$ cat src/fwp_map.svh
// Register offsets, fields, resets and timing counts of the row programmer
`ifndef FWP_MAP_SVH
`define FWP_MAP_SVH
// ----------------------------------------
// Register byte offsets
// ----------------------------------------
`define FWP_OFS_CTRL 8'h00
`define FWP_OFS_DATA_POINTER 8'h04
`define FWP_OFS_STAT 8'h0c
`define FWP_OFS_NMI_STATUS_REG 8'h10
// ----------------------------------------
// Field positions
// ----------------------------------------
`define FWP_CTRL_START 0
`define FWP_CTRL_BG 1
`define FWP_CTRL_NMIEN 2
`define FWP_STAT_CARRY 0
`define FWP_STAT_BUSY 1
`define FWP_STAT_PROG 2
`define FWP_STAT_RDY 3
`define FWP_STAT_HOLD 4
`define FWP_NMI_STATUS_REG_DONE 0
// ----------------------------------------
// Values and timing
// ----------------------------------------
`define FWP_DATA_POINTER_RESET 16'h0000
`define FWP_ROW_BYTES 32
`define FWP_ROW_STEP 16'h0020
`define FWP_R0_ADDR 8'h18
`define FWP_RESP_OKAY 2'b00
`define FWP_RESP_SLVERR 2'b10
`define FWP_CLK_PERIOD_NS 50
`define FWP_PROG_TIME_NS 2600000
`define FWP_PROG_CYCLES (`FWP_PROG_TIME_NS / `FWP_CLK_PERIOD_NS)
`define FWP_INIT_CYCLES 4
`endif

$ cat src/fwp_pkg.sv
// Types shared by the row programmer
package fwp_pkg;
  typedef logic [7:0] fwp_byte_t;
  // Gray codes along the normal path
  typedef enum logic [2:0] {
    FWP_IDLE = 3'b000,
    FWP_CHECK = 3'b001,
    FWP_INIT = 3'b011,
    FWP_PTR = 3'b010,
    FWP_LOAD = 3'b110,
    FWP_PROG = 3'b111,
    FWP_WAIT = 3'b101,
    FWP_DONE = 3'b100
  } fwp_state_t;
endpackage : fwp_pkg

$ cat src/fwp_row_program.sv
// Flash row program sequencer with an AXI4-Lite register slave
// Notes on behaviour
// - Same row may take a second pass
// - Each accepted request that is not aborted programs exactly 32 row bytes
// - Checks and init run before programming
// - Row from pointer, source via RAM 18h
// - Background returns control, bank stays locked
// - Background carry: 0 started, 1 not
// - Background done sets flag, NMI if enabled
// - After done bank returns to read
// - Pointer advances 20h only when accepted
// - Blocking mode holds CPU until finished
// - Never program and read mode together
// - Blocking carry 1 on protection or NMI
// - Blocking mode clears done flag
// - Programming only sets bits
`timescale 1ns/1ps
`include "fwp_map.svh"

module fwp_row_program #(
  parameter int ROW_BYTES = `FWP_ROW_BYTES,
  parameter int PROG_CYCLES = `FWP_PROG_CYCLES,
  parameter int INIT_CYCLES = `FWP_INIT_CYCLES
) (
  // Clock and reset
  input wire logic clock,
  input wire logic sys_rst,
  // AXI4-Lite slave
  input wire logic [7:0] s_axi_awaddr,
  input wire logic s_axi_awvalid,
  output logic s_axi_awready,
  input wire logic [31:0] s_axi_wdata,
  input wire logic [3:0] s_axi_wstrb,
  input wire logic s_axi_wvalid,
  output logic s_axi_wready,
  output logic [1:0] s_axi_bresp,
  output logic s_axi_bvalid,
  input wire logic s_axi_bready,
  input wire logic [7:0] s_axi_araddr,
  input wire logic s_axi_arvalid,
  output logic s_axi_arready,
  output logic [31:0] s_axi_rdata,
  output logic [1:0] s_axi_rresp,
  output logic s_axi_rvalid,
  input wire logic s_axi_rready,
  // Internal RAM read port, read without latency
  output logic [7:0] iramAddr,
  input wire fwp_pkg::fwp_byte_t iramRdData,
  // Flash bank
  output logic [15:0] flashAddr,
  output logic [7:0] flashData,
  output logic flashWe,
  output logic flashProgMode,
  output logic flashReadReady,
  // CPU side
  input wire logic protMode1,
  input wire logic nmiEvent,
  output logic cpuHold,
  output logic flashNmi
);
  import fwp_pkg::*;

  localparam int IW = $clog2(ROW_BYTES) + 1;
  localparam int CW = $clog2(PROG_CYCLES + 1);

  if (ROW_BYTES != 32 || PROG_CYCLES < 1 || INIT_CYCLES < 1 || INIT_CYCLES > PROG_CYCLES) begin : g_bad
    $error("fwp_row_program: unsupported parameters");
  end

  // ----------------------------------------
  // State
  // ----------------------------------------
  fwp_state_t state_q, state_d;
  logic [CW-1:0] cnt_q, cnt_d;
  logic [IW-1:0] idx_q, idx_d;
  logic bg_q, bg_d, bgCfg_q, bgCfg_d, nmiEn_q, nmiEn_d;
  logic carry_q, carry_d, fail_q, fail_d, doneFlag_q, doneFlag_d;
  logic [15:0] data_pointer_q, data_pointer_d, rowBase_q, rowBase_d;
  logic flashNmi_q, flashNmi_d, cpuHold_q, cpuHold_d;
  logic progMode_q, progMode_d, ready_q, ready_d;
  logic [7:0] iramAddr_q, iramAddr_d, fData_q, fData_d;
  logic [15:0] fAddr_q, fAddr_d;
  logic fWe_q, fWe_d;
  fwp_byte_t rowBuf_q [ROW_BYTES];
  // Bus state
  logic [7:0] awAddr_q, awAddr_d;
  logic [31:0] wData_q, wData_d, rdata_q, rdata_d;
  logic [3:0] wStrb_q, wStrb_d;
  logic awHave_q, awHave_d, wHave_q, wHave_d;
  logic awready_q, awready_d, wready_q, wready_d, arready_q, arready_d;
  logic bvalid_q, bvalid_d, rvalid_q, rvalid_d;
  logic [1:0] bresp_q, bresp_d, rresp_q, rresp_d;
  logic wrEn, startReq, rowOk, busy;

  assign wrEn = awHave_q && wHave_q && !bvalid_q;
  assign startReq = wrEn && awAddr_q == `FWP_OFS_CTRL && wStrb_q[0] && wData_q[`FWP_CTRL_START];
  assign busy = state_q != FWP_IDLE;
  assign rowOk = !protMode1 && data_pointer_q[4:0] == 5'h00;

  // ----------------------------------------
  // Bus slave: write and read channels
  // ----------------------------------------
  always_comb begin
    awAddr_d = awAddr_q;
    wData_d = wData_q;
    wStrb_d = wStrb_q;
    awHave_d = awHave_q;
    wHave_d = wHave_q;
    bvalid_d = bvalid_q;
    bresp_d = bresp_q;
    rvalid_d = rvalid_q;
    rdata_d = rdata_q;
    rresp_d = rresp_q;
    if (bvalid_q && s_axi_bready) begin
      bvalid_d = 1'b0;
    end
    if (s_axi_awvalid && awready_q) begin
      awHave_d = 1'b1;
      awAddr_d = s_axi_awaddr;
    end
    if (s_axi_wvalid && wready_q) begin
      wHave_d = 1'b1;
      wData_d = s_axi_wdata;
      wStrb_d = s_axi_wstrb;
    end
    if (wrEn) begin
      awHave_d = 1'b0;
      wHave_d = 1'b0;
      bvalid_d = 1'b1;
      bresp_d = `FWP_RESP_OKAY;
      if (!(awAddr_q inside {`FWP_OFS_CTRL, `FWP_OFS_DATA_POINTER, `FWP_OFS_STAT, `FWP_OFS_NMI_STATUS_REG})) begin
        bresp_d = `FWP_RESP_SLVERR;
      end
    end
    if (rvalid_q && s_axi_rready) begin
      rvalid_d = 1'b0;
    end
    if (s_axi_arvalid && arready_q) begin
      rvalid_d = 1'b1;
      rresp_d = `FWP_RESP_OKAY;
      rdata_d = 32'h0000_0000;
      case (s_axi_araddr)
        `FWP_OFS_CTRL: begin
          rdata_d[`FWP_CTRL_BG] = bgCfg_q;
          rdata_d[`FWP_CTRL_NMIEN] = nmiEn_q;
        end
        `FWP_OFS_DATA_POINTER: rdata_d[15:0] = data_pointer_q;
        `FWP_OFS_STAT: begin
          rdata_d[`FWP_STAT_CARRY] = carry_q;
          rdata_d[`FWP_STAT_BUSY] = busy;
          rdata_d[`FWP_STAT_PROG] = progMode_q;
          rdata_d[`FWP_STAT_RDY] = ready_q;
          rdata_d[`FWP_STAT_HOLD] = cpuHold_q;
        end
        `FWP_OFS_NMI_STATUS_REG: rdata_d[`FWP_NMI_STATUS_REG_DONE] = doneFlag_q;
        default: rresp_d = `FWP_RESP_SLVERR;
      endcase
    end
    // One transfer in flight per direction keeps the slave simple
    awready_d = !awHave_d && !bvalid_d;
    wready_d = !wHave_d && !bvalid_d;
    arready_d = !rvalid_d;
  end

  always_ff @(posedge clock or posedge sys_rst) begin
    if (sys_rst) begin
      awAddr_q <= 8'h00;
      wData_q <= 32'h0000_0000;
      wStrb_q <= 4'h0;
      awHave_q <= 1'b0;
      wHave_q <= 1'b0;
      awready_q <= 1'b0;
      wready_q <= 1'b0;
      arready_q <= 1'b0;
      bvalid_q <= 1'b0;
      bresp_q <= 2'b00;
      rvalid_q <= 1'b0;
      rdata_q <= 32'h0000_0000;
      rresp_q <= 2'b00;
    end else begin
      awAddr_q <= awAddr_d;
      wData_q <= wData_d;
      wStrb_q <= wStrb_d;
      awHave_q <= awHave_d;
      wHave_q <= wHave_d;
      awready_q <= awready_d;
      wready_q <= wready_d;
      arready_q <= arready_d;
      bvalid_q <= bvalid_d;
      bresp_q <= bresp_d;
      rvalid_q <= rvalid_d;
      rdata_q <= rdata_d;
      rresp_q <= rresp_d;
    end
  end

  // ----------------------------------------
  // Sequencer
  // ----------------------------------------
  always_comb begin
    state_d = state_q;
    cnt_d = cnt_q;
    idx_d = idx_q;
    bg_d = bg_q;
    bgCfg_d = bgCfg_q;
    nmiEn_d = nmiEn_q;
    carry_d = carry_q;
    fail_d = fail_q;
    doneFlag_d = doneFlag_q;
    data_pointer_d = data_pointer_q;
    rowBase_d = rowBase_q;
    flashNmi_d = 1'b0;
    cpuHold_d = cpuHold_q;
    progMode_d = progMode_q;
    ready_d = ready_q;
    iramAddr_d = iramAddr_q;
    fAddr_d = fAddr_q;
    fData_d = fData_q;
    fWe_d = 1'b0;
    // Software writes; pointer writes are ignored while a request runs
    if (wrEn && wStrb_q[0]) begin
      if (awAddr_q == `FWP_OFS_CTRL) begin
        bgCfg_d = wData_q[`FWP_CTRL_BG];
        nmiEn_d = wData_q[`FWP_CTRL_NMIEN];
      end
      if (awAddr_q == `FWP_OFS_NMI_STATUS_REG) begin
        doneFlag_d = wData_q[`FWP_NMI_STATUS_REG_DONE];
      end
      if (awAddr_q == `FWP_OFS_DATA_POINTER && !busy) begin
        data_pointer_d[7:0] = wData_q[7:0];
      end
    end
    if (wrEn && wStrb_q[1] && awAddr_q == `FWP_OFS_DATA_POINTER && !busy) begin
      data_pointer_d[15:8] = wData_q[15:8];
    end
    if (startReq && busy) begin
      carry_d = 1'b1;
    end
    case (state_q)
      FWP_IDLE: begin
        if (startReq) begin
          bg_d = wData_q[`FWP_CTRL_BG];
          state_d = FWP_CHECK;
        end
      end
      FWP_CHECK: begin
        // Validity check before any bank state changes
        if (rowOk) begin
          rowBase_d = data_pointer_q;
          progMode_d = 1'b1;
          ready_d = 1'b0;
          cpuHold_d = !bg_q;
          iramAddr_d = `FWP_R0_ADDR;
          fail_d = 1'b0;
          cnt_d = '0;
          carry_d = 1'b0;
          if (bg_q) begin
            data_pointer_d = data_pointer_q + `FWP_ROW_STEP;
          end
          state_d = FWP_INIT;
        end else begin
          carry_d = 1'b1;
          state_d = FWP_IDLE;
        end
      end
      FWP_INIT: begin
        cnt_d = cnt_q + 1'b1;
        if (cnt_q == CW'(INIT_CYCLES - 1)) begin
          state_d = FWP_PTR;
        end
      end
      FWP_PTR: begin
        iramAddr_d = iramRdData;
        idx_d = '0;
        state_d = FWP_LOAD;
      end
      FWP_LOAD: begin
        iramAddr_d = iramAddr_q + 8'h01;
        idx_d = idx_q + 1'b1;
        if (idx_q == IW'(ROW_BYTES - 1)) begin
          idx_d = '0;
          state_d = FWP_PROG;
        end
      end
      FWP_PROG: begin
        // Cells only take ones; a zero byte leaves the cell as it was
        fWe_d = 1'b1;
        fAddr_d = rowBase_q + 16'(idx_q);
        fData_d = rowBuf_q[idx_q[IW-2:0]];
        idx_d = idx_q + 1'b1;
        if (idx_q == IW'(ROW_BYTES - 1)) begin
          cnt_d = '0;
          state_d = FWP_WAIT;
        end
      end
      FWP_WAIT: begin
        cnt_d = cnt_q + 1'b1;
        if (cnt_q == CW'(PROG_CYCLES - 1)) begin
          state_d = FWP_DONE;
        end
      end
      FWP_DONE: begin
        progMode_d = 1'b0;
        ready_d = 1'b1;
        cpuHold_d = 1'b0;
        state_d = FWP_IDLE;
      end
      default: state_d = FWP_IDLE;
    endcase
    // A critical NMI aborts a blocking request
    if (!bg_q && nmiEvent && state_q inside {FWP_INIT, FWP_PTR, FWP_LOAD, FWP_PROG, FWP_WAIT}) begin
      fail_d = 1'b1;
      fWe_d = 1'b0;
      state_d = FWP_DONE;
    end
    // Hardware set or clear overrides a software write in the same cycle
    if (state_q == FWP_DONE) begin
      if (bg_q) begin
        doneFlag_d = 1'b1;
        flashNmi_d = nmiEn_q;
      end else begin
        doneFlag_d = 1'b0;
        carry_d = fail_q;
        if (!fail_q) begin
          data_pointer_d = data_pointer_q + `FWP_ROW_STEP;
        end
      end
    end
  end

  always_ff @(posedge clock or posedge sys_rst) begin
    if (sys_rst) begin
      state_q <= FWP_IDLE;
      cnt_q <= '0;
      idx_q <= '0;
      bg_q <= 1'b0;
      bgCfg_q <= 1'b0;
      nmiEn_q <= 1'b0;
      carry_q <= 1'b0;
      fail_q <= 1'b0;
      doneFlag_q <= 1'b0;
      data_pointer_q <= `FWP_DATA_POINTER_RESET;
      rowBase_q <= 16'h0000;
      flashNmi_q <= 1'b0;
      cpuHold_q <= 1'b0;
      progMode_q <= 1'b0;
      ready_q <= 1'b1;
      iramAddr_q <= 8'h00;
      fAddr_q <= 16'h0000;
      fData_q <= 8'h00;
      fWe_q <= 1'b0;
    end else begin
      state_q <= state_d;
      cnt_q <= cnt_d;
      idx_q <= idx_d;
      bg_q <= bg_d;
      bgCfg_q <= bgCfg_d;
      nmiEn_q <= nmiEn_d;
      carry_q <= carry_d;
      fail_q <= fail_d;
      doneFlag_q <= doneFlag_d;
      data_pointer_q <= data_pointer_d;
      rowBase_q <= rowBase_d;
      flashNmi_q <= flashNmi_d;
      cpuHold_q <= cpuHold_d;
      progMode_q <= progMode_d;
      ready_q <= ready_d;
      iramAddr_q <= iramAddr_d;
      fAddr_q <= fAddr_d;
      fData_q <= fData_d;
      fWe_q <= fWe_d;
    end
  end

  // Row buffer, one byte per entry, filled in load order
  for (genvar g = 0; g < ROW_BYTES; g++) begin : g_buf
    always_ff @(posedge clock or posedge sys_rst) begin
      if (sys_rst) begin
        rowBuf_q[g] <= 8'h00;
      end else if (state_q == FWP_LOAD && idx_q == IW'(g)) begin
        rowBuf_q[g] <= iramRdData;
      end
    end
  end

  // ----------------------------------------
  // Outputs
  // ----------------------------------------
  assign s_axi_awready = awready_q;
  assign s_axi_wready = wready_q;
  assign s_axi_bvalid = bvalid_q;
  assign s_axi_bresp = bresp_q;
  assign s_axi_arready = arready_q;
  assign s_axi_rvalid = rvalid_q;
  assign s_axi_rdata = rdata_q;
  assign s_axi_rresp = rresp_q;
  assign iramAddr = iramAddr_q;
  assign flashAddr = fAddr_q;
  assign flashData = fData_q;
  assign flashWe = fWe_q;
  assign flashProgMode = progMode_q;
  assign flashReadReady = ready_q;
  assign cpuHold = cpuHold_q;
  assign flashNmi = flashNmi_q;

  // ----------------------------------------
  // Assertions
  // ----------------------------------------
  logic [IW-1:0] weCnt_q;
  always_ff @(posedge clock or posedge sys_rst) begin
    if (sys_rst) begin
      weCnt_q <= '0;
    end else if (state_q == FWP_CHECK) begin
      weCnt_q <= '0;
    end else if (fWe_q) begin
      weCnt_q <= weCnt_q + 1'b1;
    end
  end
endmodule : fwp_row_program

$ cat config.mk
export PLATFORM = sky130hd
export DESIGN_NAME = fwp_row_program
export DESIGN_NICKNAME = d
export VERILOG_FILES = /design/src/fwp_pkg.sv /design/src/fwp_row_program.sv
export VERILOG_INCLUDE_DIRS = /design/src
export SDC_FILE = /design/constraint.sdc
export NUM_CORES = 1
export LEC_CHECK = 0
export ABC_AREA = 1
export BUFFER_PORTS_ARGS = -buffer_cell sky130_fd_sc_hd__buf_2
export CORE_MARGIN = 8
export CORE_UTILIZATION = 40
export CTS_BUF_LIST = sky130_fd_sc_hd__clkbuf_8
export CTS_CLUSTER_SIZE = 40
export DETAILED_ROUTE_END_ITERATION = 16
export SLEW_MARGIN = 20
export SYNTH_ARGS = -nofsm -noshare
export SYNTH_HDL_FRONTEND = slang
export SYNTH_SLANG_ARGS = --single-unit
$ cat constraint.sdc
create_clock -name clock -period 11.65 [get_ports clock]
set_input_delay 0 -clock clock [delete_from_list [all_inputs] [get_ports clock]]
set_output_delay 0 -clock clock [all_outputs]
set_load 0.02 [all_outputs]
# Word level (Yosys, flattened, before mapping)
# Index checks and enable logic that the tools add are counted.
# classes
n_eq_ne	53
addsub	5
reduce_logical	88
order_cmp	1
n_bitwise	1
muxes	62
# op_table
operator	count
16-bit two-way mux	8
6-bit by 5-bit == test with 1-bit output, second input constant	16
1-bit logical AND	53
6-bit by 4-bit == test with 1-bit output, second input constant	8
8-bit two-way mux	6
16-bit case mux with 3 select lines	1
8-bit binary-select mux with 5-bit select	1
1-bit two-way mux	26
6-bit by 3-bit == test with 1-bit output, second input constant	4
3-bit case mux with 8 select lines	1
8-bit case mux with 3 select lines	1
3-bit two-way mux	6
6-bit case mux with 3 select lines	1
16-bit by 1-bit adder with 16-bit output, second input constant	1
16-bit by 6-bit adder with 16-bit output	1
16-bit by 6-bit adder with 16-bit output, second input constant	1
16-bit == test, second input constant	1
16-bit by 2-bit == test with 1-bit output, second input constant	1
8-bit by 3-bit == test with 1-bit output, second input constant	2
8-bit by 4-bit == test with 1-bit output, second input constant	2
8-bit by 5-bit == test with 1-bit output, second input constant	2
8-bit zero test	2
2-bit AND reduction	7
3-bit == test, second input constant	4
30 further kinds	54
# totals
word_cells	274
input_bits	69
reg_bits	409
output_inout_bits	78

# Logic depth before layout (Yosys ltp)
# Gate-level depths: netlist (run 1).
# depth
depth_word	12
mapped_depth	13
ltp_nobuf	11

# Worst setup path after synthesis (run 1)
# No wires, ideal clock.
# synth_path
kind	flip-flop to flip-flop
from	register idx_q[1]
to	register rowBuf_q[56] (netlist name)
arrival_ns	2.081
period_less_slack_ns	2.213
required_time_ns	11.518
stages_incl_launch_ff	12
setup_time_ns	0.132
path_buffers	4
setup_slack_ns	9.437
cell_sequence	dfrtp_1 > buf_2 > clkinv_1 > buf_2 > buf_1 > ha_1 > inv_1 > nor2_1 > nand2_4 > buf_6 > nand2_1 > o21ai_2
# synth_via
elab_chain_len	2
# synth_lines
element	line_no	rtl
from (decl)	fwp_row_program.sv:75	logic [IW-1:0] idx_q, idx_d;
from (signal assigned)	fwp_row_program.sv:355	idx_q <= idx_d;
6-bit by 5-bit == test with 1-bit output	fwp_row_program.sv:380	end else if (state_q == FWP_LOAD && idx_q == IW'(g)) begin
1-bit logical AND	fwp_row_program.sv:380	
to (signal, indexed assignment)	fwp_row_program.sv:381	rowBuf_q[g] <= iramRdData;
to (decl)	fwp_row_program.sv:84	fwp_byte_t rowBuf_q [ROW_BYTES];
# No other way between the ends.
# A chain may end at the register's enable or synchronous reset.

# Worst setup path after layout (run 1)
# layout_path
from	register idx_q[0]
to	register rowBuf_q[107] (netlist name)
# The elaborated chain is that of the path after synthesis.

==> results.yml, run 1 <==
synthesis:
  yosys.area.top_type: "sky130_fd_sc_hd__dfrtp_1"
  ys_seq_elements: 407
  synth_commonest_cells: "sky130_fd_sc_hd__nand2_1, sky130_fd_sc_hd__dfrtp_1, sky130_fd_sc_hd__inv_1"
  synthesis.instances: 2543
  synth_flop_cell: "sky130_fd_sc_hd__dfrtp_1"
  ys_seq_area_frac: 0.5063
  post_synth_and_or_nand_nor_area_fraction: 0.2646
  synth_compound_area_frac: 0.1244
  synth_fa_ha_area_frac: 0.009081
  yosys-mux-area-fraction: 0
  yosys.cell_count.top_type: "sky130_fd_sc_hd__nand2_1"
  number_of_enable_flip_flop_cells_after_synthesis: 0
  synth.yosys.warnings: 0
  synth_top_family_by_area: "simple AND/OR/NAND/NOR gates"
  post_syn_area_um2: 20120
  yosys.area_share.xor_xnor: 0.008708
  postSynthAreaPerCell_um2: 7.911
  postSynth.asyncResetShare: 1.000
  synth.distinct_cells: 45
  synth_top_cells_by_area: "sky130_fd_sc_hd__dfrtp_1, sky130_fd_sc_hd__nand2_1, sky130_fd_sc_hd__o21ai_0, sky130_fd_sc_hd__nand3_1, sky130_fd_sc_hd__inv_1"
  synth_largest_type_area_fraction: 0.5050
detailed_routing:
  remaining_drc_errors: 0
  wl_mm: 57.31
  post_drt_via_cell_ratio: 5.044
  drt.antenna.violating_nets: 0
  vias: 17250
  detail_routed_net_length_per_standard_cell_um: 16.76
  detailedRoute.firstPassIterationCount: 5
  drt_iter0_drc: 1562
floorplanning:
  die_ht_um: 240.3
  floorplan.initialDensity: 0.4034
  rows: 82
  chipWidth_um: 240.3
  ioPinCount: 147
  core_area_um2: 49860
  die_outline_area_um2: 57720
sta:
  fin_setup_tns_ps: 0
  rsz0062_at_grt: "false"
  finalClockSkew_ps: 28.60
  maxSlewViolCount: 0
  setup_viol_count_final: 0
  report.final.hold_viol_count: 0
  whs_ps: 67.62
  worst_slew_pin_slew_ps: 970.2
  final.min_clock_period_ps: 3919
  finalCritPeriodShare: 0.3364
  timing.max_slew.rel_slack: 0.3532
  max_clock_freq_mhz: 255.1
  setup_slack_ps: 7731
layout:
  multi_input_comb_area_um2: 8253
  areaGrowthSynthToFinish_pct: 14.78
  area.sequential_um2: 10190
  num-fill-cells: 4924
  drive_gt1_frac: 0.1183
  numnets_final: 2781
clocking:
  tritoncts_clock_tree: "yes"
  max-clock-path-buffers: 3
  clock_latency_ps: 630
  ctsHtreeMaxLevel: 3
  clock-root-buffer: "sky130_fd_sc_hd__clkbuf_8"
  total_setup_buffers_inserted_after_cts: 0
  clock_sink_count: 407
  cts_inserted_buffers: 72
  worst_setup_hold_path_clk_slew_ps: 60
place:
  dp_slack_ps: 7792
  hpwlAfterDp_mm: 35.06
  routabilityCongestion: 0.8501
  port_buffers: 110
power:
  ir_drop_uv: 139.2
  powerDensity_nw_per_um2: 193.2
  total_power_w: 0.004460
  cellLeakagePower_nw: 12.47
critical_path:
  worst_r2r_startpoint: "idx_q[0]$_DFFE_PP0P_"
  critical_setup_path_kind: "reg2reg"
  cp-startpoint: "idx_q[0]$_DFFE_PP0P_"
  worstPathMaxFanout: 77
  cp.arrival_ps: 4370
  critical_path_capture_point_type: "register"
  cp-start-kind: "register"
  timing.critical_path.required_ps: 12100
run:
  cap_viol_max_count: 0
global_route:
  grt_first_pass_wirelength_mm: 92.12
  number_of_antenna_violations_at_the_first_check_in_global_routing: 0
  overflow: 0
  grt_max_degree: 130
  grt_usage: 0.1994
  grt_pass1_vias: 16910
status:
  outcome: "complete, no violations"
min_path:
  hold_path.class: "in2async"
-- per-stage QoR --
step | cells | utilization | cell area, µm²
2_1_floorplan | 2560 | - | 20180
5_1_grt | 3419 | 0.4630 | 23090
3_5_place_dp | 3220 | 0.4180 | 20840
6_report | 3420 | 0.4631 | 23090
3_3_place_gp | 3220 | 0.4180 | 20840
4_1_cts | 3419 | 0.4630 | 23090
-- metal layers --
layer  up-vias  wire length, µm  track usage
met3        90             3079      0.03243
met5         -                0            0
met2       480            26880       0.3227
li1       8404                -            -
met1      8275            26120       0.2715
met4         0             1224      0.06507
-- flip-flops by register name, indices dropped and copies added, names as in the netlist, 2 cells and up --
signal,count
data_pointer_q,16
iramAddr,8
flashData,8
wData_q,16
state_q,3
cnt_q,16
awAddr_q,8
wStrb_q,2
s_axi_rdata,16
flashAddr,16
idx_q,6
rowBase_q,16
rowBuf_q,256
-- final cells by class --
class	count	area share
Sequential cell	407	0.4413
Multi-Input combinational cell	1786	0.3574
Timing Repair Buffer	207	0.06361
Clock buffer	95	0.05662
Inverter	224	0.03685
Tap cell	672	0.03641
Clock inverter	28	0.007640
Antenna cell	1	0.0001084
-- logic make-up (layout without fill, tap and decap cells) --
| group | after synthesis | after routing |
|---|---|---|
| compound gates | 453 | 453 |
| xor+xnor | 20 | 20 |
| fa+ha+maj | 14 | 14 |
| buf+inv | 367 | 554 |
| flops | 407 | 407 |
| other cells | 1 | 19 |
| simple gates | 1281 | 1281 |
-- critical path, cell delays in order (launching register included) --
cell and delay [ps]:
sky130_fd_sc_hd__dfrtp_4 890, sky130_fd_sc_hd__clkinv_2 860, sky130_fd_sc_hd__buf_4 660, sky130_fd_sc_hd__ha_1 350, sky130_fd_sc_hd__inv_1 270, sky130_fd_sc_hd__nor2_1 110
sky130_fd_sc_hd__nand2_1 380, sky130_fd_sc_hd__o21ai_0 130
-- final timing paths --
kind	endpoint	slack [ps]	cells past startpoint
worst max-delay path	rowBuf_q[107]$_DFFE_PP0P_	7730	7
worst min-delay path	rowBuf_q[180]$_DFFE_PP0P_	70	3
worst max register to register	rowBuf_q[107]$_DFFE_PP0P_	7730	7
worst min register to register	flashData[2]$_DFFE_PP0N_	470	2
max in group asynchronous	rowBuf_q[199]$_DFFE_PP0P_	9160	5
min in group clock	s_axi_rdata[3]$_DFFE_PP0P_	90	7
-- where the power goes --
| part | switching (W) | total (W) | internal [W] | leakage, nW |
|---|---|---|---|---|
| Sequential | 0.000206 | 0.00185 | 0.00164 | 4.22 |
| Combinational | 0.000842 | 0.00124 | 0.000403 | 7.41 |
| Clock | 0.000598 | 0.00137 | 0.000770 | 0.836 |
-- timing repair --
item / in CTS / in global routing
setup endpoints to repair: 0 / 0
hold endpoints to repair: 409 / 0
resized for setup: 0 / 0
hold buffers: 76 / 0
-- layout by cell type (no fill, tap or decap), types with 4 or more instances in the layout --
cell and count:
sky130_fd_sc_hd__inv_2 8, sky130_fd_sc_hd__o22ai_1 10, sky130_fd_sc_hd__a21oi_1 50, sky130_fd_sc_hd__o21ai_0 201
sky130_fd_sc_hd__xnor2_1 4, sky130_fd_sc_hd__nand2_1 884, sky130_fd_sc_hd__nor2_1 155, sky130_fd_sc_hd__buf_4 21
sky130_fd_sc_hd__o21ai_2 41, sky130_fd_sc_hd__nor2_2 4, sky130_fd_sc_hd__inv_1 233, sky130_fd_sc_hd__conb_1 18
sky130_fd_sc_hd__o31ai_1 10, sky130_fd_sc_hd__o21ai_1 124, sky130_fd_sc_hd__nand2_4 21, sky130_fd_sc_hd__nor3_1 21
sky130_fd_sc_hd__nand4_1 17, sky130_fd_sc_hd__clkbuf_8 95, sky130_fd_sc_hd__dfrtp_1 404, sky130_fd_sc_hd__ha_1 13
sky130_fd_sc_hd__xor2_1 16, sky130_fd_sc_hd__dlygate4sd3_1 76, sky130_fd_sc_hd__buf_2 110, sky130_fd_sc_hd__nand3_1 165
No activity file was read; power rests on OpenSTA's default activity.
==> run 2: changes to the inputs <==
clock period = 3.3 ns   (was 11.65 ns; I/O delays follow)
==> run 2 against run 1 <==
  * Core utilization grew 0.40 points
  * Die area is the same
  * Non-clock buffer count grew 19
  * Clock skew grew 12 ps
  * Global-route usage shrank 0.32 points
  * Combinational power grew to 3.7 times the previous value
  * Clock-buffer cell count shrank 5
  * First-iteration DRC count grew 1.4%
  * Setup slack lost 7300 ps
  * Flip-flop and latch count is the same
  * Sequential share of layout area shrank 0.37 points
  * Critical path type is now in2reg
  * Highest routed layer is now met5
==> results.yml, run 2 (synthesized netlist as in run 1, its figures left out) <==
sta:
  timing.max_slew.rel_slack: 0.2859
  final.min_clock_period_ps: 2860
  setup_viol_count_final: 0
  finalClockSkew_ps: 40.24
  whs_ps: 81.68
  finalCritPeriodShare: 0.8666
  worst_slew_pin_slew_ps: 1070
  rsz0062_at_grt: "false"
  maxSlewViolCount: 0
  report.final.hold_viol_count: 0
  max_clock_freq_mhz: 349.7
global_route:
  grt_usage: 0.1962
  grt_pass1_vias: 16750
  overflow: 0
  number_of_antenna_violations_at_the_first_check_in_global_routing: 2
  grt_first_pass_wirelength_mm: 90.79
  grt_max_degree: 91
layout:
  numnets_final: 2802
  drive_gt1_frac: 0.1252
  area.sequential_um2: 10190
  num-fill-cells: 4895
  layout_common_cells: "sky130_fd_sc_hd__nand2_1, sky130_fd_sc_hd__dfrtp_1, sky130_fd_sc_hd__inv_1, sky130_fd_sc_hd__o21ai_0, sky130_fd_sc_hd__nand3_1"
  areaGrowthSynthToFinish_pct: 15.77
  multi_input_comb_area_um2: 8253
  top_register: "rowBuf_q"
  most_common_library_cell_in_the_layout_ignoring_fill_and_taps: "sky130_fd_sc_hd__nand2_1"
  largest_register_ffs: 256
floorplanning:
  core_area_um2: 49860
  die_outline_area_um2: 57720
  floorplan.initialDensity: 0.4034
  chipWidth_um: 240.3
  die_ht_um: 240.3
  rows: 82
  ioPinCount: 147
critical_path:
  cp-start-kind: "primary input"
  timing.critical_path.required_ps: 3830
  cp-startpoint: "s_axi_araddr[5]"
  worst_r2r_endpoint: "rowBuf_q[214]$_DFFE_PP0P_"
  worstPathMaxFanout: 13
  ff2ff_setup_slack_ps: 890
  worst_r2r_startpoint: "idx_q[0]$_DFFE_PP0P_"
  r2r.worst_path.cells: 7
  critical_setup_path_kind: "in2reg"
  critical_path_capture_point_type: "register"
  setup_crit_end: "s_axi_rresp[1]$_DFFE_PP0P_"
  cp.arrival_ps: 3390
run:
  cap_viol_max_count: 0
detailed_routing:
  post_drt_via_cell_ratio: 4.999
  vias: 17220
  detailedRoute.firstPassIterationCount: 5
  drt_iter0_drc: 1584
  wl_mm: 56.37
  detail_routed_net_length_per_standard_cell_um: 16.36
  remaining_drc_errors: 0
  drt.antenna.violating_nets: 0
place:
  port_buffers: 110
  hpwlAfterDp_mm: 36.30
  routabilityCongestion: 0.8733
clocking:
  clock_sink_count: 407
  tritoncts_clock_tree: "yes"
  max-clock-path-buffers: 3
  cts_inserted_buffers: 74
  clock-root-buffer: "sky130_fd_sc_hd__clkbuf_8"
  hold_buffers: 74
  clock_latency_ps: 650
  post_cts_resized: 0
  total_setup_buffers_inserted_after_cts: 0
  ctsHtreeMaxLevel: 3
  worst_setup_hold_path_clk_slew_ps: 60
power:
  net_switching_share_of_the_total_power: 0.3720
  power.clock.fraction: 0.300
  cellLeakagePower_nw: 12.60
  total_power_w: 0.01569
  sequentialPowerShare: 0.411
  ir_drop_uv: 478.1
  power_report.internal_total_w: 0.009852
  combinational_group_share_of_total_power: 0.289
  powerDensity_nw_per_um2: 673.7
  p_switching_w: 0.005837
status:
  outcome: "complete, no violations"
min_path:
  hold_path.class: "in2reg"
## run 2: cell count changes in the layout (fill, tap and decap cells not counted)
cell                            delta
sky130_fd_sc_hd__clkinv_2          +6
sky130_fd_sc_hd__clkinvlp_4        +1
sky130_fd_sc_hd__bufinv_16         -1
sky130_fd_sc_hd__buf_4            +12
sky130_fd_sc_hd__clkbuf_8          -5
sky130_fd_sc_hd__dlygate4sd3_1     -1
sky130_fd_sc_hd__inv_2             +1
sky130_fd_sc_hd__inv_1             +4
sky130_fd_sc_hd__buf_12            +8
## run 2: how the worst min path moves through the flow
stage,from,end,cells after the start
floorplan,nmiEvent,flashWe$_DFF_PP0_,1
global placement,sys_rst,iramAddr[7]$_DFFE_PP0P_,2
detailed placement,sys_rst,iramAddr[7]$_DFFE_PP0P_,2
CTS,s_axi_araddr[1],s_axi_rdata[10]$_DFFE_PP0P_,5
global route,s_axi_wdata[10],wData_q[10]$_DFFE_PP0P_,4
finish,s_axi_awvalid,awHave_q$_DFF_PP0_,5
## run 2: worst max-delay path, stage by stage
cell	delay, ps
sky130_fd_sc_hd__dlygate4sd3_1	530
sky130_fd_sc_hd__buf_2	120
sky130_fd_sc_hd__nor2_1	200
sky130_fd_sc_hd__dlygate4sd3_1	640
sky130_fd_sc_hd__nand2_1	90
sky130_fd_sc_hd__inv_1	150
sky130_fd_sc_hd__nand2_1	290
sky130_fd_sc_hd__nand3_1	180
sky130_fd_sc_hd__dlygate4sd3_1	560
sky130_fd_sc_hd__a21oi_1	70
sky130_fd_sc_hd__dlygate4sd3_1	560
## run 2: power by group through the flow
stage	combinational, W	sequential [W]	clock [W]
floorplan	0.00277	0.00660	0
global placement	0.00425	0.00649	0
detailed placement	0.00431	0.00652	0
CTS	0.00453	0.00644	0.00483
global route	0.00509	0.00656	0.00505
finish	0.00454	0.00645	0.00470
## run 2: through the flow
stage          area, µm²  worst slack [ps]  utilization  std cells  TNS [ps]
5_1_grt            23290             227.6       0.4670       3444         0
3_3_place_gp       21090             903.6       0.4229       3240         0
6_report           23290             440.2       0.4671       3445         0
3_5_place_dp       21090             882.8       0.4229       3240         0
4_1_cts            23280             589.3       0.4668       3443         0
2_1_floorplan      20180             -2183            -       2560   -886910
## run 2: layout make-up
class,count,area share
Multi-Input combinational cell,1786,0.3544
Sequential cell,407,0.4376
Antenna cell,1,0.0001075
Clock inverter,39,0.008918
Clock buffer,90,0.05319
Timing Repair Buffer,226,0.07339
Inverter,224,0.03632
Tap cell,672,0.03610
## run 2: per-layer routing
layer	global-route usage	up-vias	routed length (µm)
met1	0.2766	8216	26160
li1	-	8445	-
met2	0.3083	475	25990
met5	0	-	12
met3	0.03186	85	3129
met4	0.05938	2	1071
